## src/common/mmap_pkg.sv

```systemverilog
// =====================================================
// memory map constants and carriers
package mmap_pkg;

  // =====================================================
  // widths and depths
  localparam int BYTE_W = 8; // data byte width
  localparam int CODE_AW = 16; // 64 kB program space
  localparam int IRAM_DEPTH = 256; // internal data ram
  localparam int ONCHIP_EXTERNAL_RAM_DEPTH = 256; // on-chip external ram
  localparam int RAM_AW = 8; // ram address width

  // =====================================================
  // program space
  localparam logic [15:0] FLASH_BASE = 16'h0000; // flash start
  localparam logic [15:0] FLASH_TOP_8K = 16'h1FFF; // 8 kB end
  localparam logic [15:0] FLASH_TOP_4K = 16'h0FFF; // 4 kB end
  localparam logic [15:0] FLASH_TOP_2K = 16'h07FF; // 2 kB end
  localparam logic [7:0] FLASH_ERASED = 8'hFF; // reserved reads

  // flash size variant strap
  typedef enum logic [1:0] {
    SIZE_8K,
    SIZE_4K,
    SIZE_2K
  } flash_size_t;

  // =====================================================
  // data space
  localparam logic [7:0] LOWER_TOP = 8'h7F; // end of lower half
  localparam logic [7:0] BIT_BASE = 8'h20; // bit area start
  localparam logic [7:0] SFR_SP = 8'h81; // stack_pointer
  localparam logic [7:0] SFR_ACC = 8'hE0; // primary_arith_reg
  localparam logic [7:0] SFR_B = 8'hF0; // second_arith_reg
  localparam logic [7:0] SP_RESET = 8'h07; // stack_pointer reset
  localparam logic [7:0] ACC_RESET = 8'h00; // primary reset
  localparam logic [7:0] B_RESET = 8'h00; // secondary reset
  localparam logic [7:0] READ_NONE = 8'h00; // unmapped read
  localparam logic [7:0] ONE_BYTE = 8'h01; // pointer step
  localparam logic [7:0] BIT_ONE = 8'h01; // single bit mask
  localparam int BANK_LO_POS = 3; // bank_select_low
  localparam int BANK_HI_POS = 4; // bank_select_high

  // addressing mode of a data access
  typedef enum logic [1:0] {
    MODE_DIRECT,
    MODE_INDIRECT,
    MODE_BANKREG,
    MODE_BIT
  } access_mode_t;

  // storage that a data access lands in
  typedef enum logic [1:0] {
    TGT_NONE,
    TGT_IRAM,
    TGT_SFR,
    TGT_ONCHIP_EXTERNAL_RAM
  } target_t;

  // =====================================================
  // carriers
  typedef struct packed {
    logic valid;
    logic write;
    access_mode_t mode;
    logic [7:0] addr;
    logic [7:0] wdata;
  } data_req_t;

  typedef struct packed {
    logic push;
    logic pop;
    logic [7:0] wdata;
  } stack_req_t;

  typedef struct packed {
    logic valid;
    logic write;
    logic [15:0] addr;
    logic [7:0] wdata;
  } ext_req_t;

  typedef struct packed {
    logic valid;
    logic [15:0] addr;
  } code_req_t;

  typedef struct packed {
    logic rd;
    logic [15:0] raddr;
    logic wr;
    logic erase;
    logic [15:0] waddr;
    logic [7:0] wdata;
  } flash_cmd_t;

endpackage : mmap_pkg

```

## src/verilog/ram_block.sv

```systemverilog
`timescale 1ns/1ps
// =====================================================
// byte ram with bit-masked write and registered read
module ram_block #(
  parameter int DEPTH = mmap_pkg::IRAM_DEPTH
) (
  input wire logic i_sys_clk,
  input wire logic i_arst_n,
  input wire logic i_we,
  input wire logic i_re,
  input wire logic [mmap_pkg::RAM_AW-1:0] i_addr,
  input wire logic [7:0] i_wdata,
  input wire logic [7:0] i_wmask,
  output logic [7:0] o_rdata
);

  logic [7:0] mem [DEPTH]; // storage array
  logic [7:0] rdata_reg; // read latch
  logic [7:0] rdata_next; // next read value

  // write merges only the masked bits
  always_ff @(posedge i_sys_clk) begin
    if (i_we) begin
      mem[i_addr] <= (mem[i_addr] & ~i_wmask) | (i_wdata & i_wmask);
    end
  end

  // read value for the next edge, old data on collision
  always_comb begin
    rdata_next = rdata_reg;
    if (i_re) begin
      rdata_next = mem[i_addr];
    end
  end

  // read latch
  always_ff @(posedge i_sys_clk or negedge i_arst_n) begin
    if (!i_arst_n) begin
      rdata_reg <= mmap_pkg::READ_NONE;
    end else begin
      rdata_reg <= rdata_next;
    end
  end

  assign o_rdata = rdata_reg;

endmodule : ram_block

```

## src/verilog/flash_decode.sv

```systemverilog
`timescale 1ns/1ps
// =====================================================
// program address decode against the flash size
module flash_decode (
  input wire mmap_pkg::flash_size_t i_size,
  input wire logic [15:0] i_addr,
  output logic o_in_flash,
  output logic o_is_lock,
  output logic o_reserved
);

  logic [15:0] top; // last populated address

  // last flash byte for a size variant
  function automatic logic [15:0] top_of(mmap_pkg::flash_size_t s);
    case (s)
      mmap_pkg::SIZE_8K: top_of = mmap_pkg::FLASH_TOP_8K;
      mmap_pkg::SIZE_4K: top_of = mmap_pkg::FLASH_TOP_4K;
      default: top_of = mmap_pkg::FLASH_TOP_2K;
    endcase
  endfunction : top_of

  // classify the address
  always_comb begin
    top = top_of(i_size);
    o_in_flash = (i_addr >= mmap_pkg::FLASH_BASE) && (i_addr <= top);
    o_is_lock = (i_addr == top);
    o_reserved = (i_addr > top);
  end

endmodule : flash_decode

```

## src/verilog/mcu_memory_map_decode.sv

```systemverilog
`timescale 1ns/1ps
module mcu_memory_map_decode (
  input wire logic i_sys_clk,
  input wire logic i_arst_n,
  input wire mmap_pkg::flash_size_t i_flash_size,
  input wire logic [7:0] i_program_status_word,
  input wire logic i_flash_wr_redirect,
  input wire logic i_flash_erase_sel,
  input wire mmap_pkg::data_req_t i_data_req,
  input wire mmap_pkg::stack_req_t i_stack_req,
  input wire mmap_pkg::ext_req_t i_ext_req,
  input wire mmap_pkg::code_req_t i_code_req,
  input wire logic [7:0] i_flash_rdata,
  output mmap_pkg::flash_cmd_t o_flash_cmd,
  output mmap_pkg::target_t o_data_target,
  output logic o_sfr_other_sel,
  output logic o_rdata_valid,
  output logic [7:0] o_rdata,
  output logic o_rbit,
  output logic o_xdata_valid,
  output logic [7:0] o_xdata,
  output logic o_ext_refused,
  output logic o_code_valid,
  output logic [7:0] o_code_data,
  output logic o_code_lock,
  output logic o_code_reserved,
  output logic [7:0] o_stack_pointer,
  output logic [7:0] o_primary_arith_reg,
  output logic [7:0] o_second_arith_reg
);

  // =====================================================
  // declarations
  logic [1:0] bank; // active register bank
  logic [7:0] eff_addr; // effective data address
  logic [2:0] bit_pos; // bit within byte
  logic [7:0] wmask; // write bit mask
  logic [7:0] wbyte; // write data lanes
  mmap_pkg::target_t tgt; // decoded data target
  logic data_go, stk_go; // data access and stack op taken
  logic iram_we, iram_re; // internal ram strobes
  logic [7:0] iram_addr; // internal ram address
  logic [7:0] iram_wdata; // internal ram data
  logic [7:0] iram_wmask; // internal ram mask
  logic [7:0] iram_q; // internal ram read data
  logic onchip_external_ram_we, onchip_external_ram_re; // external ram strobes
  logic [7:0] onchip_external_ram_q; // external ram read data
  logic ext_to_flash; // ext write redirected
  logic ext_in_flash, ext_is_lock, ext_reserved; // ext address class
  logic code_in_flash, code_is_lock, code_reserved; // code address class
  logic sfr_we, sfr_re; // special register strobes
  logic [7:0] sfr_rd; // special register read mux
  logic [7:0] sp_reg, sp_next; // stack_pointer
  logic [7:0] acc_reg, acc_next; // primary_arith_reg
  logic [7:0] b_reg, b_next; // second_arith_reg
  mmap_pkg::target_t rd_tgt_reg, rd_tgt_next; // target of pending read
  logic [2:0] rd_bit_reg, rd_bit_next; // bit of pending read
  logic [7:0] sfr_q_reg, sfr_q_next; // latched register read
  logic rd_valid_reg, rd_valid_next; // data read answer
  logic x_valid_reg, x_valid_next; // ext read answer
  logic code_valid_reg, code_valid_next; // code read answer
  logic [7:0] code_data_reg, code_data_next; // code read data
  logic code_lock_reg, code_lock_next; // lock byte was read
  logic code_resv_reg, code_resv_next; // reserved was read

  // merge masked bits into a register byte
  function automatic logic [7:0] merge(input logic [7:0] old, input logic [7:0] data, input logic [7:0] mask);
    merge = (old & ~mask) | (data & mask);
  endfunction : merge

  // =====================================================
  // data space decode
  // bank comes from the two status word bits
  assign bank = {i_program_status_word[mmap_pkg::BANK_HI_POS], i_program_status_word[mmap_pkg::BANK_LO_POS]};

  // pick effective address and target in the request cycle
  always_comb begin
    eff_addr = i_data_req.addr;
    bit_pos = i_data_req.addr[2:0];
    wmask = '1;
    wbyte = i_data_req.wdata;
    tgt = mmap_pkg::TGT_NONE;
    if (i_data_req.valid) begin
      case (i_data_req.mode)
        // bank register: four banks of eight bytes
        mmap_pkg::MODE_BANKREG: begin
          eff_addr = {3'h0, bank, i_data_req.addr[2:0]};
          tgt = mmap_pkg::TGT_IRAM;
        end
        // direct above lower half goes to registers
        mmap_pkg::MODE_DIRECT: begin
          if (i_data_req.addr > mmap_pkg::LOWER_TOP) begin
            tgt = mmap_pkg::TGT_SFR;
          end else begin
            tgt = mmap_pkg::TGT_IRAM;
          end
        end
        // indirect always reaches ram, upper half too
        mmap_pkg::MODE_INDIRECT: begin
          tgt = mmap_pkg::TGT_IRAM;
        end
        // bit access: low bits in ram, high in registers
        mmap_pkg::MODE_BIT: begin
          wmask = mmap_pkg::BIT_ONE << i_data_req.addr[2:0];
          wbyte = {8{i_data_req.wdata[0]}};
          if (i_data_req.addr[7]) begin
            eff_addr = {i_data_req.addr[7:3], 3'h0};
            tgt = mmap_pkg::TGT_SFR;
          end else begin
            eff_addr = mmap_pkg::BIT_BASE + {4'h0, i_data_req.addr[6:3]};
            tgt = mmap_pkg::TGT_IRAM;
          end
        end
        default: begin
          tgt = mmap_pkg::TGT_NONE;
        end
      endcase
    end
  end

  // stack ops own the ram port; data access yields
  assign stk_go = i_stack_req.push | i_stack_req.pop;
  assign data_go = i_data_req.valid & ~stk_go;
  // exactly one target is reported
  assign o_data_target = data_go ? tgt : mmap_pkg::TGT_NONE;

  // =====================================================
  // internal ram port
  // internal ram covers 0x00 to 0xFF, separate from registers
  always_comb begin
    iram_we = 1'b0;
    iram_re = 1'b0;
    iram_addr = eff_addr;
    iram_wdata = wbyte;
    iram_wmask = wmask;
    if (i_stack_req.push) begin
      // store at the incremented pointer
      iram_we = 1'b1;
      iram_addr = sp_reg + mmap_pkg::ONE_BYTE;
      iram_wdata = i_stack_req.wdata;
      iram_wmask = '1;
    end else if (i_stack_req.pop) begin
      // read the top before the decrement
      iram_re = 1'b1;
      iram_addr = sp_reg;
    end else if (data_go && tgt == mmap_pkg::TGT_IRAM) begin
      iram_we = i_data_req.write;
      iram_re = ~i_data_req.write;
    end
  end

  // lower 256 bytes of the 512 byte data ram
  ram_block #(
    .DEPTH(mmap_pkg::IRAM_DEPTH)
  ) u_iram (
    .i_sys_clk(i_sys_clk), .i_arst_n(i_arst_n), .i_we(iram_we), .i_re(iram_re),
    .i_addr(iram_addr), .i_wdata(iram_wdata), .i_wmask(iram_wmask), .o_rdata(iram_q)
  );

  // =====================================================
  // special registers
  assign sfr_we = data_go && tgt == mmap_pkg::TGT_SFR && i_data_req.write;
  assign sfr_re = data_go && tgt == mmap_pkg::TGT_SFR && !i_data_req.write;
  // addresses not held here go to other peripherals
  assign o_sfr_other_sel = data_go && tgt == mmap_pkg::TGT_SFR && eff_addr != mmap_pkg::SFR_SP &&
                           eff_addr != mmap_pkg::SFR_ACC && eff_addr != mmap_pkg::SFR_B;

  // register read mux
  always_comb begin
    case (eff_addr)
      mmap_pkg::SFR_SP: sfr_rd = sp_reg;
      mmap_pkg::SFR_ACC: sfr_rd = acc_reg;
      mmap_pkg::SFR_B: sfr_rd = b_reg;
      default: sfr_rd = mmap_pkg::READ_NONE;
    endcase
  end

  // register next values; push or pop beats a write
  always_comb begin
    sp_next = sp_reg;
    acc_next = acc_reg;
    b_next = b_reg;
    if (i_stack_req.push) begin
      sp_next = sp_reg + mmap_pkg::ONE_BYTE;
    end else if (i_stack_req.pop) begin
      sp_next = sp_reg - mmap_pkg::ONE_BYTE;
    end else if (sfr_we && eff_addr == mmap_pkg::SFR_SP) begin
      sp_next = merge(sp_reg, wbyte, wmask);
    end
    if (sfr_we && eff_addr == mmap_pkg::SFR_ACC) begin
      acc_next = merge(acc_reg, wbyte, wmask);
    end
    if (sfr_we && eff_addr == mmap_pkg::SFR_B) begin
      b_next = merge(b_reg, wbyte, wmask);
    end
  end

  // register storage
  always_ff @(posedge i_sys_clk or negedge i_arst_n) begin
    if (!i_arst_n) begin
      sp_reg <= mmap_pkg::SP_RESET;
      acc_reg <= mmap_pkg::ACC_RESET;
      b_reg <= mmap_pkg::B_RESET;
    end else begin
      sp_reg <= sp_next;
      acc_reg <= acc_next;
      b_reg <= b_next;
    end
  end
  assign o_stack_pointer = sp_reg;
  assign o_primary_arith_reg = acc_reg;
  assign o_second_arith_reg = b_reg;

  // =====================================================
  // on-chip external ram and flash redirect
  // ext address check against flash map
  flash_decode u_ext_dec (
    .i_size(i_flash_size), .i_addr(i_ext_req.addr),
    .o_in_flash(ext_in_flash), .o_is_lock(ext_is_lock), .o_reserved(ext_reserved)
  );

  // writes go to flash only when redirected
  assign ext_to_flash = i_ext_req.valid & i_ext_req.write & i_flash_wr_redirect;
  assign onchip_external_ram_we = i_ext_req.valid & i_ext_req.write & ~i_flash_wr_redirect;
  assign onchip_external_ram_re = i_ext_req.valid & ~i_ext_req.write;
  // reserved program space is not storage
  assign o_ext_refused = ext_to_flash & ext_reserved;

  // upper 256 bytes of the 512 byte data ram
  ram_block #(
    .DEPTH(mmap_pkg::ONCHIP_EXTERNAL_RAM_DEPTH)
  ) u_onchip_external_ram (
    .i_sys_clk(i_sys_clk), .i_arst_n(i_arst_n), .i_we(onchip_external_ram_we), .i_re(onchip_external_ram_re),
    .i_addr(i_ext_req.addr[7:0]), .i_wdata(i_ext_req.wdata), .i_wmask('1), .o_rdata(onchip_external_ram_q)
  );

  // =====================================================
  // program space
  // code address check against flash map
  flash_decode u_code_dec (
    .i_size(i_flash_size), .i_addr(i_code_req.addr),
    .o_in_flash(code_in_flash), .o_is_lock(code_is_lock), .o_reserved(code_reserved)
  );

  // flash strobes; reads only from code fetch
  always_comb begin
    o_flash_cmd.rd = i_code_req.valid & code_in_flash;
    o_flash_cmd.raddr = i_code_req.addr;
    o_flash_cmd.wr = ext_to_flash & ext_in_flash & ~i_flash_erase_sel;
    o_flash_cmd.erase = ext_to_flash & ext_in_flash & i_flash_erase_sel;
    o_flash_cmd.waddr = i_ext_req.addr;
    o_flash_cmd.wdata = i_ext_req.wdata;
  end

  // code answer; reserved space reads as erased
  always_comb begin
    code_valid_next = i_code_req.valid;
    code_data_next = code_data_reg;
    code_lock_next = 1'b0;
    code_resv_next = 1'b0;
    if (i_code_req.valid) begin
      code_lock_next = code_is_lock;
      code_resv_next = code_reserved;
      if (code_in_flash) begin
        code_data_next = i_flash_rdata;
      end else begin
        code_data_next = mmap_pkg::FLASH_ERASED;
      end
    end
  end

  // code answer registers
  always_ff @(posedge i_sys_clk or negedge i_arst_n) begin
    if (!i_arst_n) begin
      code_valid_reg <= 1'b0;
      code_data_reg <= mmap_pkg::READ_NONE;
      code_lock_reg <= 1'b0;
      code_resv_reg <= 1'b0;
    end else begin
      code_valid_reg <= code_valid_next;
      code_data_reg <= code_data_next;
      code_lock_reg <= code_lock_next;
      code_resv_reg <= code_resv_next;
    end
  end
  assign o_code_valid = code_valid_reg;
  assign o_code_data = code_data_reg;
  assign o_code_lock = code_lock_reg;
  assign o_code_reserved = code_resv_reg;

  // =====================================================
  // read answers
  // note what the next cycle must return
  always_comb begin
    rd_valid_next = 1'b0;
    rd_tgt_next = rd_tgt_reg;
    rd_bit_next = rd_bit_reg;
    sfr_q_next = sfr_q_reg;
    x_valid_next = onchip_external_ram_re;
    if (i_stack_req.pop) begin
      rd_valid_next = 1'b1;
      rd_tgt_next = mmap_pkg::TGT_IRAM;
      rd_bit_next = 3'h0;
    end else if (data_go && !i_data_req.write) begin
      rd_valid_next = 1'b1;
      rd_tgt_next = tgt;
      rd_bit_next = bit_pos;
      if (sfr_re) begin
        sfr_q_next = sfr_rd;
      end
    end
  end

  // read answer registers
  always_ff @(posedge i_sys_clk or negedge i_arst_n) begin
    if (!i_arst_n) begin
      rd_valid_reg <= 1'b0;
      rd_tgt_reg <= mmap_pkg::TGT_NONE;
      rd_bit_reg <= 3'h0;
      sfr_q_reg <= mmap_pkg::READ_NONE;
      x_valid_reg <= 1'b0;
    end else begin
      rd_valid_reg <= rd_valid_next;
      rd_tgt_reg <= rd_tgt_next;
      rd_bit_reg <= rd_bit_next;
      sfr_q_reg <= sfr_q_next;
      x_valid_reg <= x_valid_next;
    end
  end

  // select among latched sources
  always_comb begin
    case (rd_tgt_reg)
      mmap_pkg::TGT_IRAM: o_rdata = iram_q;
      mmap_pkg::TGT_SFR: o_rdata = sfr_q_reg;
      default: o_rdata = mmap_pkg::READ_NONE;
    endcase
  end

  assign o_rbit = o_rdata[rd_bit_reg];
  assign o_rdata_valid = rd_valid_reg;
  assign o_xdata_valid = x_valid_reg;
  assign o_xdata = onchip_external_ram_q;

endmodule : mcu_memory_map_decode

```

## config.mk

```make
export PLATFORM = sky130hd
export DESIGN_NAME = mcu_memory_map_decode
export DESIGN_NICKNAME = d
export VERILOG_FILES = /design/src/common/mmap_pkg.sv /design/src/verilog/ram_block.sv /design/src/verilog/flash_decode.sv /design/src/verilog/mcu_memory_map_decode.sv
export SDC_FILE = /design/constraint.sdc
export NUM_CORES = 2
export LEC_CHECK = 0
export BUFFER_PORTS_ARGS = -buffer_cell sky130_fd_sc_hd__buf_2
export CORE_MARGIN = 4
export CORE_UTILIZATION = 50
export DETAILED_ROUTE_END_ITERATION = 12
export PLACE_DENSITY = 0.66
export SETUP_SLACK_MARGIN = 0.5
export SLEW_MARGIN = 20
export SYNTH_ARGS = -nofsm -noshare
export SYNTH_HDL_FRONTEND = slang
export SYNTH_HIERARCHICAL = 1
export SYNTH_SLANG_ARGS = --single-unit
```

## constraint.sdc

```tcl
create_clock -name i_sys_clk -period 24 [get_ports i_sys_clk]
set_clock_uncertainty 0.15 [all_clocks]
set_input_delay 4.8 -clock i_sys_clk [delete_from_list [all_inputs] [get_ports i_sys_clk]]
set_output_delay 4.8 -clock i_sys_clk [all_outputs]
set_load 0.05 [all_outputs]
```

# --- Word-level counts from Yosys, hierarchy flattened ---
# Memory sizes are Yosys's and may differ from the RTL's. A register that Yosys moved wholly into a read port is not among the register bits.
# Cells that the tools add are included.
word_totals:
  reg_bits: 58
  ram_bits: 4096
  inputBits: 95
  out_inout_bits: 101
  wordCells: 135
  memories: 2
op_classes:
  addsub: 3
  magnitude_cmp: 8
  eq_ne: 15
  shift: 1
  muxes: 43
  bitwise_logic: 29
  reduce_logical: 21
mem_list:
  columns: ["memory", "depth", "word_bits", "rd", "rd_clocked_by_memory_dff", "write_ports", "line_no", "source"]
  rows:
  - ["u_iram.mem", 256, 8, 1, 0, 1, "ram_block.sv:17", "logic [7:0] mem [DEPTH];"]
  - ["u_onchip_external_ram.mem", 256, 8, 1, 1, 1, "ram_block.sv:17", null]
ops:
  columns: ["cell", "n"]
  rows:
  - ["$mux 8", 14]
  - ["$and 8x8->8", 6]
  - ["$ge 16x1->1 const B", 2]
  - ["$or 8x8->8", 4]
  - ["$pmux 8 s2", 2]
  - ["$pmux 13 s2", 1]
  - ["$eq 8x8->1 const B", 3]
  - ["$ne 8x8->1 const B", 3]
  - ["$pmux 8 s3", 1]
  - ["$eq 16x13->1", 1]
  - ["$gt 16x13->1", 1]
  - ["$gt 16x16->1", 1]
  - ["$le 16x13->1", 1]
  - ["$le 16x16->1", 1]
  - ["$not 8->8", 2]
  - ["$mux 1", 15]
  - ["$logic_and 1x1->1", 13]
  - ["$mux 2", 6]
  - ["$and 1x1->1", 10]
  - ["$add 8x1->8 const B", 1]
  - ["$eq 2x1->1 const B", 4]
  - ["$eq 2x2->1 const B", 4]
  - ["$gt 8x7->1 const B", 1]
  - ["$shl 1x3->8 const A", 1]
  - ["other kinds (14)", 22]

# --- Logic depth before layout (Yosys ltp) ---
logic_depth:
  ltp_word: 11
  ltp_mapped: 18
  mapped_depth_nobuf: 14

# --- By module ---
# The synthesis kept the hierarchy.
modules_own_cells:
  columns: ["mod", "n_inst", "cells_per_inst", "area_per_inst_um2", "seq_area_each_um2"]
  rows:
  - ["ram_block", 2, 3889, 80005.5, 61699.2]
  - ["mcu_memory_map_decode", 1, 463, 3863.7, 1255.0]
  - ["flash_decode", 2, 14, 97.6, 0.0]

# --- Worst setup path before layout ---
# OpenSTA, ideal clock, no wires.
synth_timing:
  path_type: "input to register"
  from: "in i_data_req[16] in the netlist's numbering"
  to: "mem u_iram.mem[0][0], data pin"
  setup_time_ps: 2236
  arrival_time_ps: 17806
  t_required_ps: 21614
  slack_ps: 3808
  path_stages: 15
  n_path_buf: 4
  cell_sequence: "ha_1 > clkbuf_1 > nand3b_1 > a21oi_1 > o21ai_0 > o21ai_0 > buf_2 > clkbuf_1 > buf_1 > nand2_1 > o22ai_1 > nand2_1 > a31oi_1 > nor4_1 > o31ai_1"
synth_via:
  elab_chain_len: 8
  word_cells_on_any_way: 14
  classes_between: "2 x eq/ne; 7 x mux; 4 x bitwise; 1 x memory"
synth_rtl:
  columns: ["item", "line_no", "source"]
  rows:
  - ["from (decl)", "mcu_memory_map_decode.sv:9", "input wire mmap_pkg::data_req_t i_data_req,"]
  - ["$eq 2x2->1", "mcu_memory_map_decode.sv:84", "case (i_data_req.mode)"]
  - ["$pmux 8 s2 *", "mcu_memory_map_decode.sv:84", null]
  - ["$mux 8 *", "mcu_memory_map_decode.sv:83", "if (i_data_req.valid) begin"]
  - ["$mux 8 *", "mcu_memory_map_decode.sv:142", "end else if (i_stack_req.pop) begin"]
  - ["$mux 8 *", "mcu_memory_map_decode.sv:136", "if (i_stack_req.push) begin"]
  - ["named net iram_addr[3]", "mcu_memory_map_decode.sv:42", "logic [7:0] iram_addr;"]
  - ["$mem_v2 256x8 *", null, null]
  - ["$and 8x8->8 *", "ram_block.sv:24", "mem[i_addr] <= (mem[i_addr] & ~i_wmask) | (i_wdata & i_wmask);"]
  - ["$or 8x8->8 *", "ram_block.sv:24", null]
  - ["to (decl)", "ram_block.sv:17", null]
# Mark *: on every way through the listed nets, which the timed path passes. The rest lies on a longest branch.

# --- Worst setup path in the final report ---
layout_timing:
  from: "in i_stack_req[9] in the netlist's numbering"
  to: "mem u_iram.mem[111][5], data pin"
layout_via:
  elab_chain_len: 4
  word_cells_on_any_way: 8
  classes_between: "3 x mux; 4 x bitwise; 1 x memory"
layout_rtl:
  columns: ["item", "line_no", "source"]
  rows:
  - ["from (decl)", "mcu_memory_map_decode.sv:10", "input wire mmap_pkg::stack_req_t i_stack_req,"]
  - ["$mux 8", "mcu_memory_map_decode.sv:136", null]
  - ["named net iram_addr[0]", "mcu_memory_map_decode.sv:42", null]
  - ["$mem_v2 256x8", null, null]
  - ["$and 8x8->8", "ram_block.sv:24", null]
  - ["$or 8x8->8", "ram_block.sv:24", null]
# The timed path passes the listed nets, and every way through them passes these cells.

==> results.json <==
{
  "rows": 210,
  "power.static_leakage_nw": 58.32,
  "timing.critical_path.cells": "buf_2 -> nand2b_1 -> o221a_4 -> buf_4 -> buf_4 -> buf_4 -> mux4_2 -> a22o_1 -> o21ai_0 -> a31o_2 -> a41oi_1 -> o31ai_2 -> o21ai_4 -> buf_4 -> buf_4 -> buf_4",
  "final_period_util_pct": 55.50,
  "combPwrFrac_pct": 14.4,
  "vias_per_cell": 6.266,
  "routed_wl_um": 398200,
  "syn_area_sq_um": 164100,
  "route.detailed.wl_per_inst_um": 30.11,
  "hpwlAfterDp_um": 238200,
  "grt_pass1_wl_um": 579400,
  "setup_viol": 0,
  "cts_max_path_buffers": 4,
  "final_period_minus_worst_setup_slack_ns": 13.32,
  "cap_viol_max_count": 0,
  "critical_path.startpoint": "i_stack_req[9]",
  "timing.critical_path.depth": 16,
  "dr.first_iter.drc_count": 9694,
  "post-cts-setup-buffers": 0,
  "headroom_to_the_max_slew_limit_pct": 24.38,
  "worst_path_dominant_cell_family": "buffers and inverters",
  "drive_above_1_share_pct": 21.36,
  "grt_max_degree": 257,
  "die_height_um": 580.8,
  "worst_hold_path_type": "register to register",
  "crit_path_end": "u_iram/mem[111][5]",
  "critical_path.max_stage_delay_ns": 0.83,
  "syn_to_final_growth_pct": 11.35,
  "syn-mean-instance-area_sq_um": 19.84,
  "status": "finished, final reports clean",
  "worst-path-buf-inv": 7,
  "power_frac_clock_pct": 36.9,
  "seqCellArea_sq_um": 124700,
  "reg2reg_to": "u_iram/mem[111][5]",
  "finalCoreUtilization_pct": 55.89,
  "maxClockFrequency_mhz": 75.08,
  "routed-via-count": 82855,
  "area_of_the_multi_input_gates_sq_um": 36680,
  "setup.reg_to_reg.worst_slack_ns": 14.87,
  "number_of_antenna_violations_at_the_first_check_in_global_routing": 14,
  "finalNetCount": 8644,
  "initial_core_util_pct": 50.19,
  "placed_area_sq_um": 169500,
  "hold_viol": 0,
  "fin_tns_setup_ns": 0,
  "dieArea_sq_um": 337400,
  "switching_share_pct": 25.78,
  "tightestPinTransition_ns": 1.125,
  "grt_pass1_vias": 82918,
  "p_switching_mw": 4.353,
  "clock_sinks": 4162,
  "final_cell_mix": "edfxtp_1, mux4_2, mux2i_1",
  "power.ir.vdd_worst_mv": 0.09098,
  "power_per_cell_area_nw_per_um2": 92.42,
  "numCtsBuffers": 408,
  "io-pin-count": 196,
  "worstSetupEndpointType": "register",
  "top_regs": "u_iram/mem: 2048 flops, u_onchip_external_ram/mem: 2048 flops",
  "ys.warnings.count": 6,
  "crit_path_start_kind": "input pin",
  "timing.final.max_slew_violations": 0,
  "io_buffers": 189,
  "worst-endpoint-arrival_ns": 13.79,
  "rsz0062_at_grt": "no",
  "cts_repair_resize_count": 0,
  "drt_pre_antenna_iters": 9,
  "holdBufCountCts": 0,
  "gr-usage-all-layers_pct": 23.20,
  "grt_remaining_overflow": 0,
  "cts.root.buffer_cell": "clkbuf_16",
  "crit_path_most_repeated_cell": "buf_4",
  "remaining_drc_errors": 0,
  "clock_latency_ns": 0.96,
  "ant_nets": 0,
  "crit_type": "input pin to register",
  "core_area_sq_um": 326900,
  "worst-r2r-cell-count": 18,
  "fp.dieW_um": 580.8,
  "crit_fanout": 97,
  "clk_pin_slew_ns": 0.06,
  "mostFrequentLayoutCell": "edfxtp_1",
  "power.sequential.fraction_pct": 48.7,
  "cpMaxStageDelayCell": "buf_4",
  "design_area_sq_um": 182700,
  "fillerInstances": 24282,
  "post_synth_inst_count": 8268,
  "tritoncts": "yes",
  "cell_internal_pwr_mw": 12.53,
  "globalplace.congestion": 0.8876,
  "clock_tree.htree_level_count": 5,
  "crit_required_ns": 24.47
}
power by group through the flow:
stage / sequential [mW] / combinational [mW] / clock (mW)
6_report: 8.22 / 2.43 / 6.23
5_1_grt: 8.22 / 2.53 / 6.66
4_1_cts: 8.23 / 2.41 / 6.33
3_5_place_dp: 8.38 / 2.41 / 0
3_3_place_gp: 8.38 / 2.37 / 0
2_1_floorplan: 8.51 / 1.45 / 0
worst min-delay path, stage by stage (launching register included):
cell and delay (ns):
dfrtp_1 0.35, nand2_1 0.06, o31ai_1 0.05
stage by stage:
step	hold WS, ns	total power, mW	worst slack [ns]	instances
floorplan	0.3024	9.961	3.808	8282
global placement	0.3224	10.74	10.02	12467
detailed placement	0.3214	10.78	9.833	12467
CTS	0.3369	16.97	10.79	13209
global route	0.3651	17.41	10.27	13219
finish	0.3404	16.88	10.68	13223
per-layer routing:
metal / global-route usage (%) / up-vias / wire [um] / share of wire, %
li1: - / 34574 / - / -
met1: 32.24 / 43690 / 155500 / 39
met2: 37.04 / 3823 / 193000 / 48
met3: 3.573 / 764 / 31730 / 8.0
met4: 9.686 / 4 / 17960 / 4.5
met5: 0 / - / 19 / 0.0048
final cells by class:
cell class	count	area share, %
diodes	8	0.01096
repair buffers	392	1.493
clock buffers	495	5.814
clock inverters	247	1.285
inverters	50	0.1027
well taps	4346	2.977
flip-flops and latches	4162	68.24
multi-input cells	3523	20.08
worst min-delay path by stage:
| stage | startpoint | to | slack, ns | cells after the start |
|---|---|---|---|---|
| CTS | u_onchip_external_ram/o_rdata[0] | u_onchip_external_ram/o_rdata[0] | 0.34 | 2 |
| finish | u_onchip_external_ram/o_rdata[0] | u_onchip_external_ram/o_rdata[0] | 0.34 | 2 |
| floorplan | u_iram/o_rdata[0] | u_iram/o_rdata[0] | 0.30 | 2 |
| global route | u_onchip_external_ram/o_rdata[7] | u_onchip_external_ram/o_rdata[7] | 0.37 | 2 |
| detailed placement | u_onchip_external_ram/o_rdata[0] | u_onchip_external_ram/o_rdata[0] | 0.32 | 2 |
| global placement | u_onchip_external_ram/o_rdata[7] | u_onchip_external_ram/o_rdata[7] | 0.32 | 2 |
Note: power is estimated with default switching activity, not from simulation.
